`src/design/sbhm_pkg.sv`:
```
// package: constants, states and carrier types of the standby halt controller
package sbhm_pkg;
   // ----------------------------------------
   // register map
   // ----------------------------------------
   localparam logic [17:0] SBHM_IDX_STANDBY_CONTROL = 18'h0FF8F;
   localparam logic [17:0] SBHM_IDX_STATUS          = 18'h0FF90;
   localparam logic [17:0] SBHM_ADDR_STANDBY_CONTROL = 18'(SBHM_IDX_STANDBY_CONTROL * 4);
   localparam logic [17:0] SBHM_ADDR_STATUS          = 18'(SBHM_IDX_STATUS * 4);
   localparam int          SBHM_ADDR_W              = 18;
   // ----------------------------------------
   // standby_control fields
   // ----------------------------------------
   localparam int          SBHM_BIT_PIN_HOLD  = 0;
   localparam int          SBHM_BIT_EXCHANGE  = 1;
   localparam int          SBHM_BIT_MODE_LO   = 2;
   localparam int          SBHM_BIT_MODE_HI   = 3;
   localparam logic [7:0]  SBHM_CTRL_RESET    = 8'h00;
   // ----------------------------------------
   // status fields
   // ----------------------------------------
   localparam int          SBHM_ST_HALTED     = 0;
   localparam int          SBHM_ST_MODE_LO    = 1;
   localparam int          SBHM_ST_MODE_HI    = 2;
   localparam int          SBHM_ST_OSC        = 3;
   localparam int          SBHM_ST_SYSCLK     = 4;
   // ----------------------------------------
   // bus answers
   // ----------------------------------------
   localparam logic [1:0]  SBHM_RESP_OKAY     = 2'h0;
   localparam logic [1:0]  SBHM_RESP_SLVERR   = 2'h2;
   // ----------------------------------------
   // types
   // ----------------------------------------
   typedef enum logic [1:0] {
      SBHM_MODE_RUN   = 2'h0,
      SBHM_MODE_STOP  = 2'h1,
      SBHM_MODE_LIGHT = 2'h2,
      SBHM_MODE_PERI  = 2'h3
   } sbhm_mode_t;

   typedef enum logic [1:0] {
      SBHM_S_ACTIVE = 2'h0,
      SBHM_S_HALT   = 2'h1,
      SBHM_S_WAKE   = 2'h3
   } sbhm_state_t;

   typedef struct packed {
      logic osc_en;
      logic wdt_clk_en;
      logic sys_clk_en;
      logic timer_clk_en;
      logic serial_clk_en;
      logic clk_out_high;
   } sbhm_clk_t;

   typedef struct packed {
      logic hold_outputs;
      logic float_outputs;
      logic block_inputs;
      logic keep_pullups;
   } sbhm_pin_t;

   typedef struct packed {
      logic timer_zero_irq;
      logic timer_one_irq;
      logic timer_two_irq;
      logic timer_three_irq;
      logic serial_receive_irq;
      logic serial_transmit_irq;
   } sbhm_int_irq_t;
endpackage

```
`src/design/sbhm_ctrl.sv`:
```
// standby halt mode controller with its axi4-lite register slave
// Contract
// in light sleep only oscillator and watchdog run, system clock stops and the clock output is held at one.
// in light sleep the wake request is seen without the system clock, but execution resumes in step with it.
// in light sleep every interrupt but the non-maskable one is ignored; only it or reset ends the halt.
// peripheral sleep leaves halt with run-mode timing and clocks only the timers and the serial interface.
// in peripheral sleep the two external interrupt pins do not end the halt; timer, serial, nmi and reset do.
// stop mode stops every circuit including the oscillator and floats the pins unless pin hold is on.
// stop mode rejects all interrupts so only reset ends it, and programmable pull-ups stay on.
// the outside holds the nmi pin at one for the whole stop halt.
// with the pin hold bit (bit 0, reset zero) set, outputs keep their pre-halt state in stop mode.
// in stop mode without pin hold, inputs are not used and outputs float.
// the outside holds reset low long enough for the oscillator to settle when leaving stop.
// the outside holds the level-mode first external interrupt high through the second response bus cycle.
// the halt mode is bits 3:2 of standby_control, reset to run: 00 run, 01 stop, 10 light, 11 peripheral.
// in run halt the system clock keeps running, the core does dummy cycles and requests are sampled on aclk.
// a halt instruction enters the selected mode, and reset ends the halt in every mode.
`timescale 1ns/1ps
module sbhm_ctrl (
   input  wire logic                   aclk,
   input  wire logic                   aresetn,
   input  wire logic [17:0]            s_axi_awaddr,
   input  wire logic                   s_axi_awvalid,
   output logic                        s_axi_awready,
   input  wire logic [31:0]            s_axi_wdata,
   input  wire logic [3:0]             s_axi_wstrb,
   input  wire logic                   s_axi_wvalid,
   output logic                        s_axi_wready,
   output logic [1:0]                  s_axi_bresp,
   output logic                        s_axi_bvalid,
   input  wire logic                   s_axi_bready,
   input  wire logic [17:0]            s_axi_araddr,
   input  wire logic                   s_axi_arvalid,
   output logic                        s_axi_arready,
   output logic [31:0]                 s_axi_rdata,
   output logic [1:0]                  s_axi_rresp,
   output logic                        s_axi_rvalid,
   input  wire logic                   s_axi_rready,
   input  wire logic                   halt_exec,
   input  wire logic                   exx_exec,
   input  wire logic                   nmi_n,
   input  wire logic                   first_external_irq,
   input  wire logic                   second_external_irq,
   input  wire sbhm_pkg::sbhm_int_irq_t int_irq,
   output logic                        halted,
   output logic                        halt_release,
   output sbhm_pkg::sbhm_clk_t         clk_ctl,
   output sbhm_pkg::sbhm_pin_t         pin_ctl
);
   // ----------------------------------------
   // pin synchronisers
   // ----------------------------------------
   logic [2:0] pins_s;
   logic       nmi_prev;
   logic       nmi_edge;
   logic       ext_req;
   logic       int_req;

   sbhm_sync3 #(.W(3), .INI(3'h1)) u_sync (
      .aclk    (aclk),
      .aresetn (aresetn),
      .pin     ({second_external_irq, first_external_irq, nmi_n}),
      .level   (pins_s)
   );

   always_ff @(posedge aclk)
   begin
      if (!aresetn)
         nmi_prev <= 1'b1;
      else
         nmi_prev <= pins_s[0];
   end

   // the pin is sampled on the oscillator clock, so no system clock is needed to see it
   assign nmi_edge = nmi_prev & ~pins_s[0];
   assign ext_req  = pins_s[1] | pins_s[2];
   assign int_req  = |int_irq;

   // ----------------------------------------
   // registers
   // ----------------------------------------
   sbhm_pkg::sbhm_mode_t  mode_sel;
   logic                  pin_hold;
   logic                  exch;
   logic [17:0]           aw_addr;
   logic                  aw_have;
   logic [31:0]           w_data;
   logic [3:0]            w_strb;
   logic                  w_have;
   logic                  wr_go;
   logic                  wr_ctrl;
   sbhm_pkg::sbhm_state_t st;
   sbhm_pkg::sbhm_state_t next_st;
   sbhm_pkg::sbhm_mode_t  halt_mode;
   logic                  release_ok;

   assign s_axi_awready = ~aw_have & ~s_axi_bvalid;
   assign s_axi_wready  = ~w_have & ~s_axi_bvalid;
   assign wr_go         = aw_have & w_have & ~s_axi_bvalid;
   assign wr_ctrl       = wr_go && aw_addr == sbhm_pkg::SBHM_ADDR_STANDBY_CONTROL && w_strb[0];

   always_ff @(posedge aclk)
   begin
      if (!aresetn)
      begin
         aw_have      <= 1'b0;
         w_have       <= 1'b0;
         aw_addr      <= 18'h00000;
         w_data       <= 32'h00000000;
         w_strb       <= 4'h0;
         s_axi_bvalid <= 1'b0;
         s_axi_bresp  <= sbhm_pkg::SBHM_RESP_OKAY;
      end
      else
      begin
         if (s_axi_awvalid && s_axi_awready)
         begin
            aw_have <= 1'b1;
            aw_addr <= s_axi_awaddr;
         end
         if (s_axi_wvalid && s_axi_wready)
         begin
            w_have <= 1'b1;
            w_data <= s_axi_wdata;
            w_strb <= s_axi_wstrb;
         end
         if (wr_go)
         begin
            aw_have      <= 1'b0;
            w_have       <= 1'b0;
            s_axi_bvalid <= 1'b1;
            s_axi_bresp  <= (aw_addr == sbhm_pkg::SBHM_ADDR_STANDBY_CONTROL) ?
                            sbhm_pkg::SBHM_RESP_OKAY : sbhm_pkg::SBHM_RESP_SLVERR;
         end
         else if (s_axi_bvalid && s_axi_bready)
         begin
            s_axi_bvalid <= 1'b0;
         end
      end
   end

   always_ff @(posedge aclk)
   begin
      if (!aresetn)
      begin
         mode_sel <= sbhm_sync_mode(sbhm_pkg::SBHM_CTRL_RESET);
         pin_hold <= sbhm_pkg::SBHM_CTRL_RESET[sbhm_pkg::SBHM_BIT_PIN_HOLD];
         exch     <= sbhm_pkg::SBHM_CTRL_RESET[sbhm_pkg::SBHM_BIT_EXCHANGE];
      end
      else
      begin
         if (wr_ctrl)
         begin
            mode_sel <= sbhm_sync_mode(w_data[7:0]);
            pin_hold <= w_data[sbhm_pkg::SBHM_BIT_PIN_HOLD];
         end
         // the exchange flag is read only; software writes leave it alone
         if (exx_exec)
            exch <= ~exch;
      end
   end

   function automatic sbhm_pkg::sbhm_mode_t sbhm_sync_mode(input logic [7:0] v);
      sbhm_sync_mode = sbhm_pkg::sbhm_mode_t'(v[sbhm_pkg::SBHM_BIT_MODE_HI:sbhm_pkg::SBHM_BIT_MODE_LO]);
   endfunction

   always_ff @(posedge aclk)
   begin
      if (!aresetn)
      begin
         s_axi_rvalid <= 1'b0;
         s_axi_rdata  <= 32'h00000000;
         s_axi_rresp  <= sbhm_pkg::SBHM_RESP_OKAY;
      end
      else if (s_axi_arvalid && s_axi_arready)
      begin
         s_axi_rvalid <= 1'b1;
         s_axi_rresp  <= sbhm_pkg::SBHM_RESP_OKAY;
         if (s_axi_araddr == sbhm_pkg::SBHM_ADDR_STANDBY_CONTROL)
            s_axi_rdata <= {28'h0000000, mode_sel, exch, pin_hold};
         else if (s_axi_araddr == sbhm_pkg::SBHM_ADDR_STATUS)
            s_axi_rdata <= {27'h0000000, clk_ctl.sys_clk_en, clk_ctl.osc_en, halt_mode, halted};
         else
         begin
            s_axi_rdata <= 32'h00000000;
            s_axi_rresp <= sbhm_pkg::SBHM_RESP_SLVERR;
         end
      end
      else if (s_axi_rready)
      begin
         s_axi_rvalid <= 1'b0;
      end
   end

   assign s_axi_arready = ~s_axi_rvalid;

   // ----------------------------------------
   // halt state machine
   // ----------------------------------------
   always_comb
   begin
      case (halt_mode)
         sbhm_pkg::SBHM_MODE_RUN:   release_ok = nmi_edge | ext_req | int_req;
         sbhm_pkg::SBHM_MODE_PERI:  release_ok = nmi_edge | int_req;
         sbhm_pkg::SBHM_MODE_LIGHT: release_ok = nmi_edge;
         sbhm_pkg::SBHM_MODE_STOP:  release_ok = 1'b0;
         default:                   release_ok = 1'b0;
      endcase
   end

   always_comb
   begin
      case (st)
         sbhm_pkg::SBHM_S_ACTIVE: next_st = halt_exec ? sbhm_pkg::SBHM_S_HALT : sbhm_pkg::SBHM_S_ACTIVE;
         sbhm_pkg::SBHM_S_HALT:   next_st = release_ok ? sbhm_pkg::SBHM_S_WAKE : sbhm_pkg::SBHM_S_HALT;
         // one resume cycle in every mode a request can end (not stop), so the restart lands on a system clock edge
         sbhm_pkg::SBHM_S_WAKE:   next_st = sbhm_pkg::SBHM_S_ACTIVE;
         default:                 next_st = sbhm_pkg::SBHM_S_ACTIVE;
      endcase
   end

   // reset is the release that every mode honours, stop included
   always_ff @(posedge aclk)
   begin
      if (!aresetn)
      begin
         st        <= sbhm_pkg::SBHM_S_ACTIVE;
         halt_mode <= sbhm_pkg::SBHM_MODE_RUN;
      end
      else
      begin
         st <= next_st;
         if (st == sbhm_pkg::SBHM_S_ACTIVE && halt_exec)
            halt_mode <= mode_sel;
      end
   end

   // ----------------------------------------
   // clock and pin control
   // ----------------------------------------
   always_ff @(posedge aclk)
   begin
      if (!aresetn)
      begin
         halted       <= 1'b0;
         halt_release <= 1'b0;
         clk_ctl      <= '{osc_en: 1'b1, wdt_clk_en: 1'b1, sys_clk_en: 1'b1,
                           timer_clk_en: 1'b1, serial_clk_en: 1'b1, clk_out_high: 1'b0};
         pin_ctl      <= '0;
      end
      else
      begin
         halted       <= next_st == sbhm_pkg::SBHM_S_HALT;
         // the pulse marks the first active cycle, one resume cycle after the wake
         halt_release <= st == sbhm_pkg::SBHM_S_WAKE;
         clk_ctl      <= '{osc_en: 1'b1, wdt_clk_en: 1'b1, sys_clk_en: 1'b1,
                           timer_clk_en: 1'b1, serial_clk_en: 1'b1, clk_out_high: 1'b0};
         pin_ctl      <= '0;
         if (next_st == sbhm_pkg::SBHM_S_HALT)
         begin
            case (next_st == st ? halt_mode : mode_sel)
               sbhm_pkg::SBHM_MODE_LIGHT:
               begin
                  clk_ctl.sys_clk_en    <= 1'b0;
                  clk_ctl.timer_clk_en  <= 1'b0;
                  clk_ctl.serial_clk_en <= 1'b0;
                  clk_ctl.clk_out_high  <= 1'b1;
               end
               sbhm_pkg::SBHM_MODE_PERI:
               begin
                  clk_ctl.sys_clk_en    <= 1'b0;
                  clk_ctl.wdt_clk_en    <= 1'b0;
               end
               sbhm_pkg::SBHM_MODE_STOP:
               begin
                  // nothing is left running, so only reset can bring the part back
                  clk_ctl               <= '0;
                  clk_ctl.clk_out_high  <= pin_hold;
                  pin_ctl.hold_outputs  <= pin_hold;
                  pin_ctl.float_outputs <= ~pin_hold;
                  pin_ctl.block_inputs  <= ~pin_hold;
                  pin_ctl.keep_pullups  <= 1'b1;
               end
               default:
               begin
                  pin_ctl.hold_outputs  <= 1'b0;
               end
            endcase
         end
      end
   end
endmodule

```
`src/design/sbhm_sync3.sv`:
```
// three-stage pin synchroniser whose output moves once stages two and three agree
`timescale 1ns/1ps
module sbhm_sync3 #(
   parameter int          W   = 1,
   parameter logic [W-1:0] INI = '0
)(
   input  wire logic         aclk,
   input  wire logic         aresetn,
   input  wire logic [W-1:0] pin,
   output logic      [W-1:0] level
);
   logic [W-1:0] s1;
   logic [W-1:0] s2;
   logic [W-1:0] s3;

   always_ff @(posedge aclk)
   begin
      if (!aresetn)
      begin
         s1    <= INI;
         s2    <= INI;
         s3    <= INI;
         level <= INI;
      end
      else
      begin
         s1 <= pin;
         s2 <= s1;
         s3 <= s2;
         // a lone glitch that only reaches stage two is not taken
         for (int i = 0; i < W; i++)
         begin
            if (s2[i] == s3[i])
            begin
               level[i] <= s3[i];
            end
         end
      end
   end
endmodule

```
`config.mk`:
```
export PLATFORM = sky130hd
export DESIGN_NAME = sbhm_ctrl
export DESIGN_NICKNAME = d
export VERILOG_FILES = /design/src/design/sbhm_pkg.sv /design/src/design/sbhm_ctrl.sv /design/src/design/sbhm_sync3.sv
export SDC_FILE = /design/constraint.sdc
export NUM_CORES = 1
export LEC_CHECK = 0
export BUFFER_PORTS_ARGS = -buffer_cell sky130_fd_sc_hd__clkbuf_2
export CELL_PAD_IN_SITES_DETAIL_PLACEMENT = 0
export CELL_PAD_IN_SITES_GLOBAL_PLACEMENT = 2
export CORE_MARGIN = 2
export CORE_UTILIZATION = 24
export CTS_CLUSTER_DIAMETER = 40
export CTS_CLUSTER_SIZE = 20
export DETAILED_ROUTE_END_ITERATION = 8
export PLACE_DENSITY_LB_ADDON = 0.1
export SLEW_MARGIN = 20
export SYNTH_ARGS = -nofsm -noshare
export SYNTH_HDL_FRONTEND = slang
export SYNTH_SLANG_ARGS = --single-unit
```
`constraint.sdc`:
```
create_clock -name aclk -period 1.7 [get_ports aclk]
set_input_delay 0.17 -clock aclk [delete_from_list [all_inputs] [get_ports aclk]]
set_output_delay 0.17 -clock aclk [all_outputs]
set_load 0.01 [all_outputs]
```
==> reports/qor.yml <==
logic_synthesis:
  yosys.area.top_type: "dfxtp_1"
  synth-seq-cells: 64
  synthTopCellsByCount: "dfxtp_1, nand2_1, a21oi_1"
  synth-async-reset-ratio_pct: 0
  synth_edf_count: 0
  syn_area_per_cell_sq_um: 8.80
  postSynthCellCount: 311
  yosys_warnings: 0
  yosys.area.top_type_share_pct: 46.8
  yosysMostFrequentCell: "dfxtp_1"
  synthFlopType: "dfxtp_1"
  synth_area_sq_mm: 0.00274
  yosysSeqAreaShare_pct: 46.8
  synthTopCellsByArea: "dfxtp_1, buf_4, nand2_1"
  yosysUniqueCellTypes: 51
setup_path:
  critPathArrivalTime_ns: 1.83
  cp-end-kind: "flop"
  crit_fanout: 5
  crit_path_max_incr_delay_ns: 0.32
  path_class: "flop to flop"
  startpoint_type: "flop"
  crit_chain: "inv_1 -> ha_4 -> nor4b_4 -> nand4_1 -> buf_6 -> a31oi_4 -> o311ai_1"
  required_ns: 1.89
  cp_slowest_cell: "dfxtp_1"
  setup.worst_path.start: "halt_mode[0]"
  r2r_start: "halt_mode[0]"
clock_network:
  cts_root_buffer: "clkbuf_16"
  cts.sinks: 64
  cts_tree: "built"
  cts_max_path_buffers: 2
  htree_levels: 3
  holdBufCountCts: 0
  clk_pin_slew_ns: 0.05
  numCtsBuffers: 9
  insertion_delay_ns: 0.32
floorplanning:
  core_area_sq_mm: 0.0110
  rows: 38
  ios: 143
  die-area_sq_mm: 0.0123
  start_util_pct: 24.9
  dieWidth_microns: 111
  dieHeight_microns: 111
sta:
  hold_slack_ns: 0.0241
  max_slew_margin_pct: 63.7
  clock_skew_ns: 0.00482
  tightest_slew_ns: 0.543
  setup_viol: 0
  drv_slew: 0
  finalHoldViolCount: 0
  layout_setup_ws_ns: 0.0587
  tns_ns: 0
  fin_crit_ns: 1.64
  max_freq_ghz: 0.609
  finalCritPeriodShare_pct: 96.5
final_layout:
  fin_area_sq_mm: 0.00355
  fillCellCount: 1197
  syn2layout_area_growth_pct: 29.9
  diodes: 0
  register_area_sq_mm: 0.00128
  drive_gt1_share_pct: 29.6
  final_nets: 492
  multi_input_area_sq_mm: 0.00131
hold_path:
  worstHoldStart: "s_axi_rready"
  hold_path.class: "primary input to flop"
power:
  power_density_mw_per_mm2: 1020
  cellLeakagePower_nw: 1.53
  power_mw: 3.64
  peakVddDrop_uv: 363
route:
  routedWlPerCell_microns: 12.5
  vias: 2305
  avgViaCountPerCell: 4.23
  first_pass_iters: 4
  route.detailed.drc: 0
  ant_nets: 0
  drt-initial-drc-count: 41
  wirelength_microns: 6820
placement:
  place_worst_setup_slack_ns: -0.0392
  placed_cell_area_sq_mm: 0.00322
  place_congestion: 0.704
  io_buffers: 81
  hpwl_microns: 5020
run_status:
  status: "finished clean"
global_routing:
  track_usage_pct: 11.2
  antenna_found_initial: 0
  grt_pass1_wl_microns: 11000
  grt.overflow.total: 0
  grt_max_degree: 36
  grt_pass1_vias: 2180
run:
  cap_violations: 0
-- layout make-up --
class                   instances  area share (%)
clock buffers                   9            6.34
inverters                       6           0.634
multi-input cells             227            36.8
repair buffers                 92            13.8
clock inverters                 7            1.37
well taps                     140            4.93
flip-flops and latches         64            36.1
-- where the power goes --
| part | leakage (nW) | switching (mW) | internal, mW |
|---|---|---|---|
| clock | 0.123 | 0.662 | 0.981 |
| sequential | 0.524 | 0.0488 | 1.58 |
| combinational | 0.880 | 0.211 | 0.158 |
-- final timing paths --
check             slack, ns  cells past startpoint           end
setup reg to reg       0.06                      7    clk_ctl[3]
setup / recovery       0.06                      7    clk_ctl[3]
hold reg to reg        0.41                      1  u_sync.s2[0]
hold / removal         0.02                      2  s_axi_rvalid
-- cell families (layout without fill, tap and decap cells) --
logic type      count (synthesis)  in the layout  share of synthesized area [%]
simple gates                  128            128                           25.7
flops                          64             64                           46.8
compound gates                 60             61                           12.7
buf+inv                        49            114                           11.1
mux                             6              6                           2.29
fa+ha+maj                       2              2                          0.914
other cells                     1             29                          0.137
xor+xnor                        1              1                          0.320
-- flip-flops by register name, indices dropped and copies added (netlist names), 2 cells and up --
signal / flops
clk_ctl: 5
u_sync.s1: 3
mode_sel: 2
u_sync.level: 3
u_sync.s3: 3
u_sync.s2: 3
w_data: 3
s_axi_rdata: 5
pin_ctl: 3
aw_addr: 18
halt_mode: 2
st: 2
-- critical path: cells and delay by family, from the launching register on --
| family | cells | cell delay (ns) |
|---|---|---|
| AO/OA/AOI/OAI | 2 | 0.37 |
| adder cells (fa/ha/maj) | 1 | 0.28 |
| AND/OR/NAND/NOR | 2 | 0.30 |
| buffers and inverters | 2 | 0.24 |
| flip-flops | 1 | 0.32 |
-- cells in the final DEF, fill, tap and decap left out, drive strengths merged, types with 10 or more instances in the layout --
cell type	synthesis	final
nand2	49	49
clkbuf	9	90
o21ai	14	14
conb	1	29
dfxtp	64	64
and2	10	10
a21oi	32	32
nor2	16	16
buf	34	11
nand2b	12	12
-- layer usage --
metal	share of wire (%)	routed length (microns)	global-route usage, %	up-vias
li1	-	-	-	1182
met5	0	0	0	-
met1	48	3250	14.6	1040
met2	46	3120	17.3	74
met3	5.1	347	2.62	9
met4	1.5	104	5.25	0
-- what timing repair did --
action                     CTS  global route
buffers inserted             1             0
pin swaps                    2             2
gates cloned                 1             0
setup endpoints to repair    8             5
gates resized for setup      2             4
-- per-stage QoR --
| stage | util, % | instances |
|---|---|---|
| 2_1_floorplan | - | 339 |
| 3_3_place_gp | 29.3 | 527 |
| 3_5_place_dp | 29.3 | 527 |
| 4_1_cts | 32.1 | 545 |
| 5_1_grt | 32.4 | 545 |
| 6_report | 32.4 | 545 |
Note: power is estimated with default switching activity, not from simulation.
